File: src/logic/bmfc_pkg.sv
// Constants and state type for the buck mode and fault controller
package bmfc_pkg;
  localparam int unsigned CLK_MHZ          = 200;
  localparam int unsigned SW_PERIOD_NS     = 2000;
  localparam int unsigned SW_PERIOD_CYC    = SW_PERIOD_NS * CLK_MHZ / 1000;
  localparam int unsigned BOOST_DIV        = 4;
  localparam int unsigned BOOST_PERIOD_CYC = SW_PERIOD_CYC / BOOST_DIV;
  localparam int unsigned OV_BLANK_NS      = 1500;
  localparam int unsigned OV_BLANK_CYC     = (OV_BLANK_NS * CLK_MHZ + 999) / 1000;
  localparam int unsigned PROG_NS          = 10000;
  localparam int unsigned PROG_CYC         = (PROG_NS * CLK_MHZ + 999) / 1000;
  localparam int unsigned SS_US            = 1000;
  localparam int unsigned SS_CYC           = SS_US * CLK_MHZ;
  localparam int unsigned OC_LATCH_CYCLES  = 16;
  localparam int unsigned UV_LATCH_CYCLES  = 8;

  localparam logic [9:0] TRANSIENT_BOOST_THRESHOLD_DEFAULT_MV = 10'h12C;
  localparam logic [9:0] TRANSIENT_BOOST_THRESHOLD_ALT_MV     = 10'h1F4;
  localparam logic [9:0] OC_TH_DEFAULT_MV  = 10'h028;
  localparam logic [1:0] TRE_SEL_DEFAULT   = 2'h0;
  localparam logic [1:0] TRE_SEL_ALT       = 2'h1;
  localparam logic [1:0] TRE_SEL_OFF       = 2'h2;

  // Positions in the synchronised input vector
  localparam int unsigned SY_EN_DIS  = 0;
  localparam int unsigned SY_EN_SKIP = 1;
  localparam int unsigned SY_UVLO    = 2;
  localparam int unsigned SY_REF_OK  = 3;
  localparam int unsigned SY_OC      = 4;
  localparam int unsigned SY_OV      = 5;
  localparam int unsigned SY_UV_LO   = 6;
  localparam int unsigned SY_UV_HI   = 7;
  localparam int unsigned SY_TRE     = 8;
  localparam int unsigned SY_HOT     = 9;
  localparam int unsigned SY_COOL    = 10;
  localparam int unsigned SY_ZC      = 11;
  localparam int unsigned SY_LIGHT   = 12;
  localparam int unsigned SY_TSEL0   = 13;
  localparam int unsigned SY_TSEL1   = 14;
  localparam int unsigned SY_OCZERO  = 15;
  localparam int unsigned SY_W       = 16;

  typedef enum logic [2:0] {ST_OFF, ST_REF, ST_PROG, ST_SOFT, ST_RUN, ST_LATCH} bmfc_state_t;
endpackage

File: src/logic/bmfc_ctrl.sv
// Mode decode, sequencing, gate commands and protection of the buck controller
`timescale 1ns/10ps
module bmfc_ctrl #(
  parameter int unsigned SS_CYC = bmfc_pkg::SS_CYC
) (
  input  wire logic       i_mclk,
  input  wire logic       i_arst_n,
  input  wire logic       i_en_above_disable,
  input  wire logic       i_en_above_power_saving,
  input  wire logic       i_vcc_uvlo,
  input  wire logic       i_ref_ready,
  input  wire logic       i_oc_trip,
  input  wire logic       i_fb_over,
  input  wire logic       i_fb_below_uv_lo,
  input  wire logic       i_fb_above_uv_hi,
  input  wire logic       i_comp_over_tre,
  input  wire logic       i_temp_hot,
  input  wire logic       i_temp_cool,
  input  wire logic       i_zero_cross,
  input  wire logic       i_light_load,
  input  wire logic [1:0] i_tre_strap,
  input  wire logic       i_ocp_strap_zero,
  input  wire logic [8:0] i_on_time,
  output logic            o_hs_gate,
  output logic            o_ls_gate,
  output logic            o_ref_en,
  output logic            o_uv_monitor_en,
  output logic            o_supply_good,
  output logic            o_power_good_out,
  output logic            o_transient_boost,
  output logic            o_forced_continuous_mode,
  output logic            o_soft_start,
  output logic            o_tre_en,
  output logic      [9:0] o_transient_boost_threshold,
  output logic            o_oc_default_sel,
  output logic      [9:0] o_overcurrent_sense_threshold,
  output logic            o_fault_oc,
  output logic            o_fault_ov,
  output logic            o_fault_uv,
  output logic            o_temp_shutdown
);
  localparam int unsigned W = bmfc_pkg::SY_W;

  function automatic logic [8:0] sat_inc(input logic [8:0] v);
    sat_inc = (v == 9'h1FF) ? v : v + 9'h001;
  endfunction

  // Two-flop synchroniser for every pin input except i_on_time
  logic [W-1:0] sy1_q;
  logic [W-1:0] sy_q;

  always_ff @(posedge i_mclk or negedge i_arst_n)
  begin
    if (!i_arst_n)
    begin
      sy1_q <= '0;
      sy_q  <= '0;
    end
    else
    begin
      sy1_q <= {i_ocp_strap_zero, i_tre_strap, i_light_load, i_zero_cross, i_temp_cool,
                i_temp_hot, i_comp_over_tre, i_fb_above_uv_hi, i_fb_below_uv_lo, i_fb_over,
                i_oc_trip, i_ref_ready, i_vcc_uvlo, i_en_above_power_saving,
                i_en_above_disable};
      sy_q  <= sy1_q;
    end
  end

  logic en_on;
  logic mode_ps;
  logic uvlo;
  assign en_on   = sy_q[bmfc_pkg::SY_EN_DIS];
  assign mode_ps = en_on && sy_q[bmfc_pkg::SY_EN_SKIP];
  assign uvlo    = sy_q[bmfc_pkg::SY_UVLO];

  // Sequencer
  bmfc_pkg::bmfc_state_t state_q;
  bmfc_pkg::bmfc_state_t state_d;
  logic [17:0]           tmr_q;
  logic [17:0]           tmr_d;
  logic [1:0]            tre_sel_q;
  logic [1:0]            tre_sel_d;
  logic                  oc_zero_q;
  logic                  oc_zero_d;
  logic                  ot_q;
  logic                  ot_d;
  logic                  fault_any;
  logic                  hold;

  assign hold = uvlo || ot_q;

  always_comb
  begin
    state_d   = state_q;
    tmr_d     = tmr_q;
    tre_sel_d = tre_sel_q;
    oc_zero_d = oc_zero_q;
    ot_d      = ot_q;
    if (sy_q[bmfc_pkg::SY_HOT])
      ot_d = 1'b1;
    else if (sy_q[bmfc_pkg::SY_COOL])
      ot_d = 1'b0;
    if (!en_on)
    begin
      state_d = bmfc_pkg::ST_OFF;
      tmr_d   = 18'h00000;
    end
    else if (fault_any)
      state_d = bmfc_pkg::ST_LATCH;
    else
    begin
      unique case (state_q)
        bmfc_pkg::ST_OFF:
          state_d = bmfc_pkg::ST_REF;
        bmfc_pkg::ST_REF:
          if (sy_q[bmfc_pkg::SY_REF_OK] && !hold)
          begin
            state_d = bmfc_pkg::ST_PROG;
            tmr_d   = 18'h00000;
          end
        bmfc_pkg::ST_PROG:
        begin
          tre_sel_d = sy_q[bmfc_pkg::SY_TSEL1:bmfc_pkg::SY_TSEL0];
          oc_zero_d = sy_q[bmfc_pkg::SY_OCZERO];
          if (tmr_q == 18'(bmfc_pkg::PROG_CYC - 1))
          begin
            state_d = bmfc_pkg::ST_SOFT;
            tmr_d   = 18'h00000;
          end
          else
            tmr_d = tmr_q + 18'h00001;
        end
        bmfc_pkg::ST_SOFT:
          if (hold)
            state_d = bmfc_pkg::ST_REF;
          else if (tmr_q == 18'(SS_CYC - 1))
            state_d = bmfc_pkg::ST_RUN;
          else
            tmr_d = tmr_q + 18'h00001;
        bmfc_pkg::ST_RUN:
          if (hold)
            state_d = bmfc_pkg::ST_REF;
        bmfc_pkg::ST_LATCH:
          state_d = bmfc_pkg::ST_LATCH;
      endcase
    end
  end

  always_ff @(posedge i_mclk or negedge i_arst_n)
  begin
    if (!i_arst_n)
    begin
      state_q   <= bmfc_pkg::ST_OFF;
      tmr_q     <= 18'h00000;
      tre_sel_q <= bmfc_pkg::TRE_SEL_DEFAULT;
      oc_zero_q <= 1'b0;
      ot_q      <= 1'b0;
    end
    else
    begin
      state_q   <= state_d;
      tmr_q     <= tmr_d;
      tre_sel_q <= tre_sel_d;
      oc_zero_q <= oc_zero_d;
      ot_q      <= ot_d;
    end
  end

  logic sw_run;
  logic in_soft;
  logic fcont;
  logic tre_en;
  logic [8:0] count;
  logic wrap;
  logic boost_q;

  assign in_soft = (state_q == bmfc_pkg::ST_SOFT);
  assign sw_run  = in_soft || (state_q == bmfc_pkg::ST_RUN);
  assign fcont   = sw_run && (!mode_ps || in_soft);
  assign tre_en  = (tre_sel_q != bmfc_pkg::TRE_SEL_OFF);

  bmfc_sw_timer u_timer (
    .i_mclk   (i_mclk),
    .i_arst_n (i_arst_n),
    .i_run    (sw_run),
    .i_boost  (boost_q),
    .o_count  (count),
    .o_wrap   (wrap)
  );

  // Protection and per-cycle state
  logic       por;
  logic [8:0] oc_cnt_q;
  logic [8:0] oc_cnt_d;
  logic [8:0] ov_cnt_q;
  logic [8:0] ov_cnt_d;
  logic [8:0] uv_cnt_q;
  logic [8:0] uv_cnt_d;
  logic [8:0] bst_cnt_q;
  logic [8:0] bst_cnt_d;
  logic       oc_cut_q;
  logic       oc_cut_d;
  logic       f_oc_q;
  logic       f_oc_d;
  logic       f_ov_q;
  logic       f_ov_d;
  logic       f_uv_q;
  logic       f_uv_d;
  logic       ov_ls_q;
  logic       ov_ls_d;
  logic       zc_q;
  logic       zc_d;
  logic       skip_q;
  logic       skip_d;
  logic       boost_d;

  assign por       = (state_q == bmfc_pkg::ST_OFF);
  assign fault_any = f_oc_q || f_ov_q || f_uv_q;

  always_comb
  begin
    oc_cnt_d  = oc_cnt_q;
    ov_cnt_d  = ov_cnt_q;
    uv_cnt_d  = uv_cnt_q;
    bst_cnt_d = bst_cnt_q;
    oc_cut_d  = oc_cut_q || (sw_run && sy_q[bmfc_pkg::SY_OC]);
    f_oc_d    = f_oc_q;
    f_ov_d    = f_ov_q;
    f_uv_d    = f_uv_q;
    ov_ls_d   = ov_ls_q;
    zc_d      = zc_q || (sw_run && !fcont && sy_q[bmfc_pkg::SY_ZC] && o_ls_gate);
    skip_d    = skip_q;
    boost_d   = boost_q;
    if (wrap)
    begin
      // New cycle starts cut if the current is still over threshold
      oc_cut_d = sy_q[bmfc_pkg::SY_OC];
      oc_cnt_d = oc_cut_q ? sat_inc(oc_cnt_q) : 9'h000;
      if (oc_cnt_d >= 9'(bmfc_pkg::OC_LATCH_CYCLES))
        f_oc_d = 1'b1;
      if (state_q == bmfc_pkg::ST_RUN)
      begin
        uv_cnt_d = sy_q[bmfc_pkg::SY_UV_LO] ? sat_inc(uv_cnt_q) : 9'h000;
        if (uv_cnt_d >= 9'(bmfc_pkg::UV_LATCH_CYCLES))
          f_uv_d = 1'b1;
      end
      zc_d   = 1'b0;
      skip_d = !fcont && sy_q[bmfc_pkg::SY_LIGHT];
    end
    // Overvoltage blanking counted in clock cycles
    if (sw_run && sy_q[bmfc_pkg::SY_OV])
    begin
      if (ov_cnt_q >= 9'(bmfc_pkg::OV_BLANK_CYC))
      begin
        f_ov_d  = 1'b1;
        ov_ls_d = 1'b1;
      end
      ov_cnt_d = sat_inc(ov_cnt_q);
    end
    else
      ov_cnt_d = 9'h000;
    if (f_ov_q)
    begin
      if (sy_q[bmfc_pkg::SY_UV_HI])
        ov_ls_d = 1'b1;
      else if (sy_q[bmfc_pkg::SY_UV_LO])
        ov_ls_d = 1'b0;
    end
    // Boost lasts one normal switching period, only in continuous conduction
    if (bst_cnt_q != 9'h000)
      bst_cnt_d = bst_cnt_q - 9'h001;
    else if (sw_run && tre_en && !zc_q && sy_q[bmfc_pkg::SY_TRE])
      bst_cnt_d = 9'(bmfc_pkg::SW_PERIOD_CYC);
    boost_d = (bst_cnt_d != 9'h000);
    if (por)
    begin
      oc_cnt_d  = 9'h000;
      uv_cnt_d  = 9'h000;
      bst_cnt_d = 9'h000;
      boost_d   = 1'b0;
      f_oc_d    = 1'b0;
      f_ov_d    = 1'b0;
      f_uv_d    = 1'b0;
      ov_ls_d   = 1'b0;
    end
  end

  always_ff @(posedge i_mclk or negedge i_arst_n)
  begin
    if (!i_arst_n)
    begin
      oc_cnt_q  <= 9'h000;
      ov_cnt_q  <= 9'h000;
      uv_cnt_q  <= 9'h000;
      bst_cnt_q <= 9'h000;
      oc_cut_q  <= 1'b0;
      f_oc_q    <= 1'b0;
      f_ov_q    <= 1'b0;
      f_uv_q    <= 1'b0;
      ov_ls_q   <= 1'b0;
      zc_q      <= 1'b0;
      skip_q    <= 1'b0;
      boost_q   <= 1'b0;
    end
    else
    begin
      oc_cnt_q  <= oc_cnt_d;
      ov_cnt_q  <= ov_cnt_d;
      uv_cnt_q  <= uv_cnt_d;
      bst_cnt_q <= bst_cnt_d;
      oc_cut_q  <= oc_cut_d;
      f_oc_q    <= f_oc_d;
      f_ov_q    <= f_ov_d;
      f_uv_q    <= f_uv_d;
      ov_ls_q   <= ov_ls_d;
      zc_q      <= zc_d;
      skip_q    <= skip_d;
      boost_q   <= boost_d;
    end
  end

  // Gate commands and status
  logic hs_q;
  logic hs_d;
  logic ls_q;
  logic ls_d;
  logic pg_q;
  logic pg_d;
  logic sg_q;
  logic sg_d;

  always_comb
  begin
    hs_d = sw_run && (count < i_on_time) && !oc_cut_d && !skip_q && !fault_any;
    ls_d = 1'b0;
    if (f_ov_q)
    begin
      hs_d = 1'b0;
      ls_d = ov_ls_q;
    end
    else if (fault_any || !sw_run)
      hs_d = 1'b0;
    else if (fcont)
      ls_d = !hs_d;
    else
      ls_d = !hs_d && !zc_d;
    pg_d = en_on && (state_q == bmfc_pkg::ST_RUN) && !fault_any && !hold;
    sg_d = o_uv_monitor_en && !uvlo;
  end

  always_ff @(posedge i_mclk or negedge i_arst_n)
  begin
    if (!i_arst_n)
    begin
      hs_q <= 1'b0;
      ls_q <= 1'b0;
      pg_q <= 1'b0;
      sg_q <= 1'b0;
    end
    else
    begin
      hs_q <= hs_d;
      ls_q <= ls_d;
      pg_q <= pg_d;
      sg_q <= sg_d;
    end
  end

  assign o_hs_gate                     = hs_q;
  assign o_ls_gate                     = ls_q;
  assign o_ref_en                      = (state_q != bmfc_pkg::ST_OFF);
  assign o_uv_monitor_en               = o_ref_en && (state_q != bmfc_pkg::ST_REF);
  assign o_supply_good                 = sg_q;
  assign o_power_good_out              = pg_q;
  assign o_transient_boost             = boost_q;
  assign o_forced_continuous_mode      = fcont;
  assign o_soft_start                  = in_soft;
  assign o_tre_en                      = tre_en;
  assign o_transient_boost_threshold   = (tre_sel_q == bmfc_pkg::TRE_SEL_ALT) ?
                                         bmfc_pkg::TRANSIENT_BOOST_THRESHOLD_ALT_MV :
                                         bmfc_pkg::TRANSIENT_BOOST_THRESHOLD_DEFAULT_MV;
  assign o_oc_default_sel              = oc_zero_q;
  assign o_overcurrent_sense_threshold = oc_zero_q ? bmfc_pkg::OC_TH_DEFAULT_MV : 10'h000;
  assign o_fault_oc                    = f_oc_q;
  assign o_fault_ov                    = f_ov_q;
  assign o_fault_uv                    = f_uv_q;
  assign o_temp_shutdown               = ot_q;
endmodule

File: src/logic/bmfc_sw_timer.sv
// Switching period counter with a shortened period while boosting
`timescale 1ns/10ps
module bmfc_sw_timer (
  input  wire logic       i_mclk,
  input  wire logic       i_arst_n,
  input  wire logic       i_run,
  input  wire logic       i_boost,
  output logic      [8:0] o_count,
  output logic            o_wrap
);
  logic [8:0] count_q;
  logic [8:0] count_d;
  logic [8:0] last;

  always_comb
  begin
    last = i_boost ? 9'(bmfc_pkg::BOOST_PERIOD_CYC - 1) : 9'(bmfc_pkg::SW_PERIOD_CYC - 1);
    // A boost starting mid-period ends the current period at once, or when the count reaches the shortened last count
    o_wrap = i_run && (count_q >= last);
    if (!i_run || o_wrap)
      count_d = 9'h000;
    else
      count_d = count_q + 9'h001;
  end

  always_ff @(posedge i_mclk or negedge i_arst_n)
  begin
    if (!i_arst_n)
      count_q <= 9'h000;
    else
      count_q <= count_d;
  end

  assign o_count = count_q;
endmodule
File: config.mk
export PLATFORM = sky130hd
export DESIGN_NAME = bmfc_ctrl
export DESIGN_NICKNAME = d
export VERILOG_FILES = /design/src/logic/bmfc_pkg.sv /design/src/logic/bmfc_ctrl.sv /design/src/logic/bmfc_sw_timer.sv
export SDC_FILE = /design/constraint.sdc
export NUM_CORES = 1
export LEC_CHECK = 0
export BUFFER_PORTS_ARGS = -buffer_cell sky130_fd_sc_hd__buf_2
export CAP_MARGIN = 20
export CORE_AREA = 2 2 148 150
export DETAILED_ROUTE_END_ITERATION = 10
export DIE_AREA = 0 0 150 152
export PLACE_DENSITY = 0.56
export SETUP_SLACK_MARGIN = 0.15
export SYNTH_ARGS = -nofsm -noshare
export SYNTH_HDL_FRONTEND = slang
export SYNTH_HIERARCHICAL = 1
export SYNTH_SLANG_ARGS = --single-unit
export TNS_END_PERCENT = 1
File: constraint.sdc
create_clock -name i_mclk -period 2.55 [get_ports i_mclk]
set_clock_uncertainty 0.15 [all_clocks]
set_input_delay 0.1275 -clock i_mclk [delete_from_list [all_inputs] [get_ports i_mclk]]
set_output_delay 0.1275 -clock i_mclk [all_outputs]
set_load 0.03 [all_outputs]
# Word level (Yosys, flattened, before mapping)
# Cells that the tools add are included.
dict set report op_classes {
  addsub 6
  mul 0
  div_mod_pow 0
  order_cmp 5
  eq_ne 23
  shift 0
  muxes 59
  n_bitwise 1
  reduce_logical 61
}
# cell n
set op_table {}
lappend op_table {{two-way mux 9 bit} 16}
lappend op_table {{two-way mux 18 bit} 6}
lappend op_table {{case mux 18 bit (3 select lines)} 1}
lappend op_table {{adder 9 x 1 -> 9 bit (second input constant)} 4}
lappend op_table {{== test 9 bit (second input constant)} 3}
lappend op_table {{two-way mux 1 bit} 26}
lappend op_table {{logical AND 1 bit} 23}
lappend op_table {{two-way mux 3 bit} 7}
lappend op_table {{adder 18 x 1 -> 18 bit (second input constant)} 1}
lappend op_table {{== test 18 x 11 -> 1 bit (second input constant)} 1}
lappend op_table {{== test 18 bit (second input constant)} 1}
lappend op_table {{case mux 3 bit (6 select lines)} 1}
lappend op_table {{nonzero test 9 bit} 2}
lappend op_table {{nonzero test 2 bit} 7}
lappend op_table {{!= test 4 bit (second input constant)} 3}
lappend op_table {{zero test 1 bit} 11}
lappend op_table {{greater-or-equal comparator 9 x 4 -> 1 bit (second input constant)} 1}
lappend op_table {{greater-or-equal comparator 9 x 5 -> 1 bit (second input constant)} 1}
lappend op_table {{greater-or-equal comparator 9 bit} 1}
lappend op_table {{greater-or-equal comparator 9 bit (second input constant)} 1}
lappend op_table {{logical OR 1 bit} 9}
lappend op_table {{< comparator 9 bit} 1}
lappend op_table {{!= test 3 bit (second input constant)} 3}
lappend op_table {{subtractor 9 x 1 -> 9 bit (second input constant)} 1}
lappend op_table {{17 further kinds} 24}
dict set report totals {
  ff_bits 114
  latchBits 0
  ram_bits 0
  romBits 0
  in_bits 27
  output_inout_bits 35
  word_cells 179
  memories 0
}

# Logic depth before layout (Yosys ltp)
dict set report depth {
  word_depth 15
  mapped_depth 11
  depth_no_buf 10
}

# By module
# Netlist, hierarchy kept.
# module n_inst cells_each area_each_um2 seq_area_each_um2
set by_module_without_submodules {}
lappend by_module_without_submodules {bmfc_ctrl 1 545 5320.1 2627.5}
lappend by_module_without_submodules {bmfc_sw_timer 1 53 544.3 225.2}

# Worst setup path after synthesis
# Ideal clock, no wire load.
dict set report synth_path {
  path_kind {flip-flop to flip-flop}
  startpoint {register boost_q, in the netlist o_transient_boost}
  endpoint {register ls_q, in the netlist o_ls_gate}
  t_arrival_ns 2.452
  required_ns 2.270
  setup_slack_ns -0.181
  stages_incl_launch_ff 11
  n_path_buf 0
  synth_period_minus_slack_ns 2.731
  cell_sequence {dfrtp_1 > inv_1 > ha_1 > nand4_1 > o221ai_1 > and2_1 > clkinv_1 > a2111oi_0 > nand4_1 > a211oi_1 > o31ai_1}
}
dict set report synth_between {
  elab_chain_len 13
  word_cells_on_any_way 15
}
# element line
set synth_lines {}
lappend synth_lines {{from (decl)} bmfc_ctrl.sv:175} ;# logic boost_q;
lappend synth_lines {{from (signal assigned)} bmfc_ctrl.sv:318} ;# boost_q <= boost_d;
lappend synth_lines {{two-way mux 9 bit (*)} bmfc_sw_timer.sv:17} ;# last = i_boost ? 9'(bmfc_pkg::BOOST_PERIOD_CYC - 1) : 9'(bmfc_pkg::SW_PERIOD_CYC - 1);
lappend synth_lines {{greater-or-equal comparator 9 bit (*)} bmfc_sw_timer.sv:19} ;# o_wrap = i_run && (count_q >= last);
lappend synth_lines {{logical AND 1 bit (*)} bmfc_sw_timer.sv:19}
lappend synth_lines {{named net wrap} bmfc_ctrl.sv:174} ;# logic wrap;
lappend synth_lines {{two-way mux 1 bit} bmfc_ctrl.sv:234} ;# if (wrap)
lappend synth_lines {{zero test 1 bit} bmfc_ctrl.sv:334} ;# hs_d = sw_run && (count < i_on_time) && !oc_cut_d && !skip_q && !fault_any;
lappend synth_lines {{logical AND 1 bit (3 in a row)} bmfc_ctrl.sv:334}
lappend synth_lines {{zero test 1 bit} {bmfc_ctrl.sv:344, bmfc_ctrl.sv:346}}
lappend synth_lines {{logical AND 1 bit} bmfc_ctrl.sv:346} ;# ls_d = !hs_d && !zc_d;
lappend synth_lines {{two-way mux 1 bit (*)} bmfc_ctrl.sv:343} ;# else if (fcont)
lappend synth_lines {{two-way mux 1 bit (*)} bmfc_ctrl.sv:341} ;# else if (fault_any || !sw_run)
lappend synth_lines {{two-way mux 1 bit (*)} bmfc_ctrl.sv:336} ;# if (f_ov_q)
lappend synth_lines {{named net ls_d} bmfc_ctrl.sv:326} ;# logic ls_d;
lappend synth_lines {{to (signal assigned)} bmfc_ctrl.sv:363} ;# ls_q <= ls_d;
lappend synth_lines {{to (decl)} bmfc_ctrl.sv:325} ;# logic ls_q;
# The timed path passes the listed nets; every way through them passes the cells marked *.
# A chain may end at the register's enable or synchronous reset.

# Worst setup path in the final report
# Ends and elaborated chain as after synthesis.

==> metrics.md <==
| Metric | Value |
|---|---|
| Status | `finished, final reports clean` |
| Core area | `21350 sq um` |
| Slowest Stage Delay on Critical Path | `0.48 ns` |
| CTS tree | `done` |
| VDD IR-drop max | `438.8 uV` |
| Average routed wire per standard cell | `13.97 um` |
| Initial core utilization | `27.47%` |
| Fmax | `406.0 MHz` |
| Worst Path Arrival | `2.61 ns` |
| Hold Path Class | `in -> reg` |
| H-tree depth | `4` |
| Clock Path Buffers | `2` |
| Die height | `152 um` |
| Register area | `2854 sq um` |
| Overflow after GRT | `0` |
| 1st-iter DRT viols | `325` |
| EDFF count, synth | `0` |
| Lkg Pwr | `3.360 nW` |
| Total Routing Usage GR | `12.52%` |
| Layout area overhead | `30.17%` |
| CP required | `2.70 ns` |
| Setup_tns | `0 ns` |
| Design Area, Final | `7634 sq um` |
| Synth Instances | `598` |
| Yosys reg bits | `114` |
| Post-synthesis cell area | `5864 sq um` |
| Routed via count | `4791` |
| YS warnings | `6` |
| Final Util | `35.75%` |
| Hold WS | `0.09460 ns` |
| Final Hold Viols | `0` |
| Avg Inst Size Synth | `9.807 sq um` |
| Top post-synthesis cells by area | `dfrtp_1 49%, ha_1 4.7%, a31oi_1 3.5%, nor2_1 3.2%, nand2_1 3.0%` |
| Vias in the first global route | `4511` |
| Setup violators final | `0` |
| Clock transition at the registers of the reported paths | `0.05 ns` |
| Fillers | `2143` |
| Count of cell types in the netlist | `60` |
| Port bufs | `47` |
| First-pass GRT wire length | `22.78 mm` |
| Area after DPL | `6593 sq um` |
| Most common cell in the netlist | `dfrtp_1` |
| Cell family with most CP delay | `compound AO/OA/AOI/OAI gates` |
| Period minus WS final | `2.463 ns` |
| Yosys top cell by area | `dfrtp_1` |
| Seq/Total Area, Yosys | `48.65%` |
| Initial antenna violation count | `0` |
| RSZ-0062 raised after global routing | `true` |
| Post-synth top area share | `48.65%` |
| FP Rows | `54` |
| P per Cell Area | `754.1 nW/um^2` |
| Synth cell count leaders | `114 x dfrtp_1, 50 x nor2_1, 47 x nand2_1` |
| Critical path type | `reg -> reg` |
| Slowest cell on crit path | `dfrtp_2` |
| Drt pass-1 iters | `4` |
| Root buffer cell | `clkbuf_16` |
| RD Place Congestion | `0.8212` |
| Most used flip-flop cell after synthesis | `dfrtp_1` |
| Largest net degree at the start of global routing | `57` |
| Clk_lat worst skew | `0.42 ns` |
| Max Cap Viol | `0` |
| Total Die Area | `22800 sq um` |
| Number of CTS-inserted buffers | `17` |
| Relative slew slack | `49.35%` |
| Diodes inserted | `0` |
| Clock Sinks | `114` |
| Hpwl dp | `9.644 mm` |
| Drt via density | `4.884` |
| Crit start category | `flip-flop` |
| Final nets | `737` |
| Crit Path Max Fanout | `6` |
| DR DRC count | `0` |
| Fin cells | `981` |
| Multi-input logic area | `3015 sq um` |
| Share of post-route cells with drive strength above 1 | `23.97%` |
| R2R Setup Slk | `0.09 ns` |
| I/O pin count | `62` |
| Buffers and inverters on the worst path | `1` |
| Cells after DPL | `929` |
| Crit. End Element | `flip-flop` |
| Tightest Pin Transition | `0.7598 ns` |
| Die Wd | `150 um` |
| Asr flop ratio synth | `100.0%` |
| CP cell instances | `ha_4, a211o_1, a31oi_2, o221ai_1, and2_4, clkinv_4, a2111oi_4, nand4_1, a211oi_2, o31ai_1` |
| DRT Wirelength | `13.70 mm` |
| Routed Antenna Nets | `0` |
| Final period utilization | `96.59%` |
| Slew Limit Fails | `0` |
==> tightest hold or removal path, stage by stage <==
cell and delay [ns]:
buf_2 0.09, inv_1 0.04, ha_1 0.14, a211o_1 0.13, a211oi_2 0.08
==> placed cells by master, fill, tap and decap left out, types with 7 or more instances in the layout <==
cell / Yosys / final
dfrtp_1: 114 / 113
nor2_1: 50 / 48
buf_2: 1 / 46
nand2_1: 47 / 45
buf_4: 18 / 32
inv_1: 30 / 29
o21ai_0: 31 / 25
a31oi_1: 33 / 24
a21oi_1: 25 / 21
ha_1: 22 / 18
nand4_1: 17 / 17
clkbuf_16: 0 / 17
dlygate4sd3_1: 0 / 17
conb_1: 2 / 14
nand3_1: 13 / 12
xor2_1: 12 / 12
nor3_1: 11 / 11
nor2b_1: 10 / 10
and3_1: 10 / 10
nand2b_1: 9 / 9
a21o_1: 8 / 8
a31oi_4: 0 / 8
nor4_1: 7 / 7
==> per-layer routing <==
metal,wire [um],track usage [%],share of wire [%],up-vias
li1,-,-,-,2358
met1,6670,17.65,49,2331
met2,6402,18.74,47,87
met3,427,3.153,3.1,15
met4,201,4.133,1.5,0
met5,0,0,0,-
==> final cells by class <==
class,instances,share of cell area [%]
clock buffer,19,5.671
clock inverter,13,1.819
inverter,31,1.590
multi-input combinational,425,39.50
sequential,114,37.39
tap,280,4.589
timing repair buffer,99,9.441
==> flip-flops by register name (all words and copies together) (netlist names), 2 cells and up <==
register         flops
state_q              3
ov_cnt_q             9
oc_cnt_q             9
tre_sel_q            2
u_timer/o_count      9
sy1_q               16
sy_q                16
bst_cnt_q            9
tmr_q               18
uv_cnt_q             9
==> cells by family after synthesis <==
family,after synthesis,share of synthesized area [%]
AND/OR/NAND/NOR,205,17.90
other,2,0.1281
flip-flops,114,48.65
buffers and inverters,71,6.230
XOR/XNOR,17,2.539
multiplexers,9,1.643
AO/OA/AOI/OAI,158,18.22
adder cells (fa/ha/maj),22,4.694
==> stage by stage <==
step	worst slack, ns	power (mW)
4_1_cts	0.07889	5.789
6_report	0.08708	5.756
3_3_place_gp	0.06720	3.457
5_1_grt	-0.07763	6.092
3_5_place_dp	0.01260	3.463
2_1_floorplan	0.1114	3.107
==> final timing paths <==
| kind | start | endpoint | depth (start not counted) |
|---|---|---|---|
| max in group asynchronous | i_arst_n | ov_cnt_q[0] | 3 |
| min in group asynchronous | i_arst_n | sy_q[13] | 2 |
| worst max-delay path | o_transient_boost | o_ls_gate | 10 |
| worst max register to register | o_transient_boost | o_ls_gate | 10 |
| worst min-delay path | i_on_time[2] | o_hs_gate | 5 |
| worst min register to register | sy1_q[13] | sy_q[13] | 0 |
==> repair_timing <==
| action | in CTS | in global routing |
|---|---|---|
| hold buffers | 17 | 0 |
| pin swaps | 5 | 17 |
| setup endpoints to repair | 21 | 45 |
| hold endpoints to repair | 69 | 0 |
| resized for setup | 3 | 48 |
| setup buffers | 3 | 0 |
==> where the power goes <==
group,internal (mW),switching [mW],leakage [nW]
logic,0.543,0.860,1.59
clock network,1.43,0.844,0.265
registers,1.93,0.145,1.50
total,3.91,1.85,3.36
(Power assumes the default switching activity.)
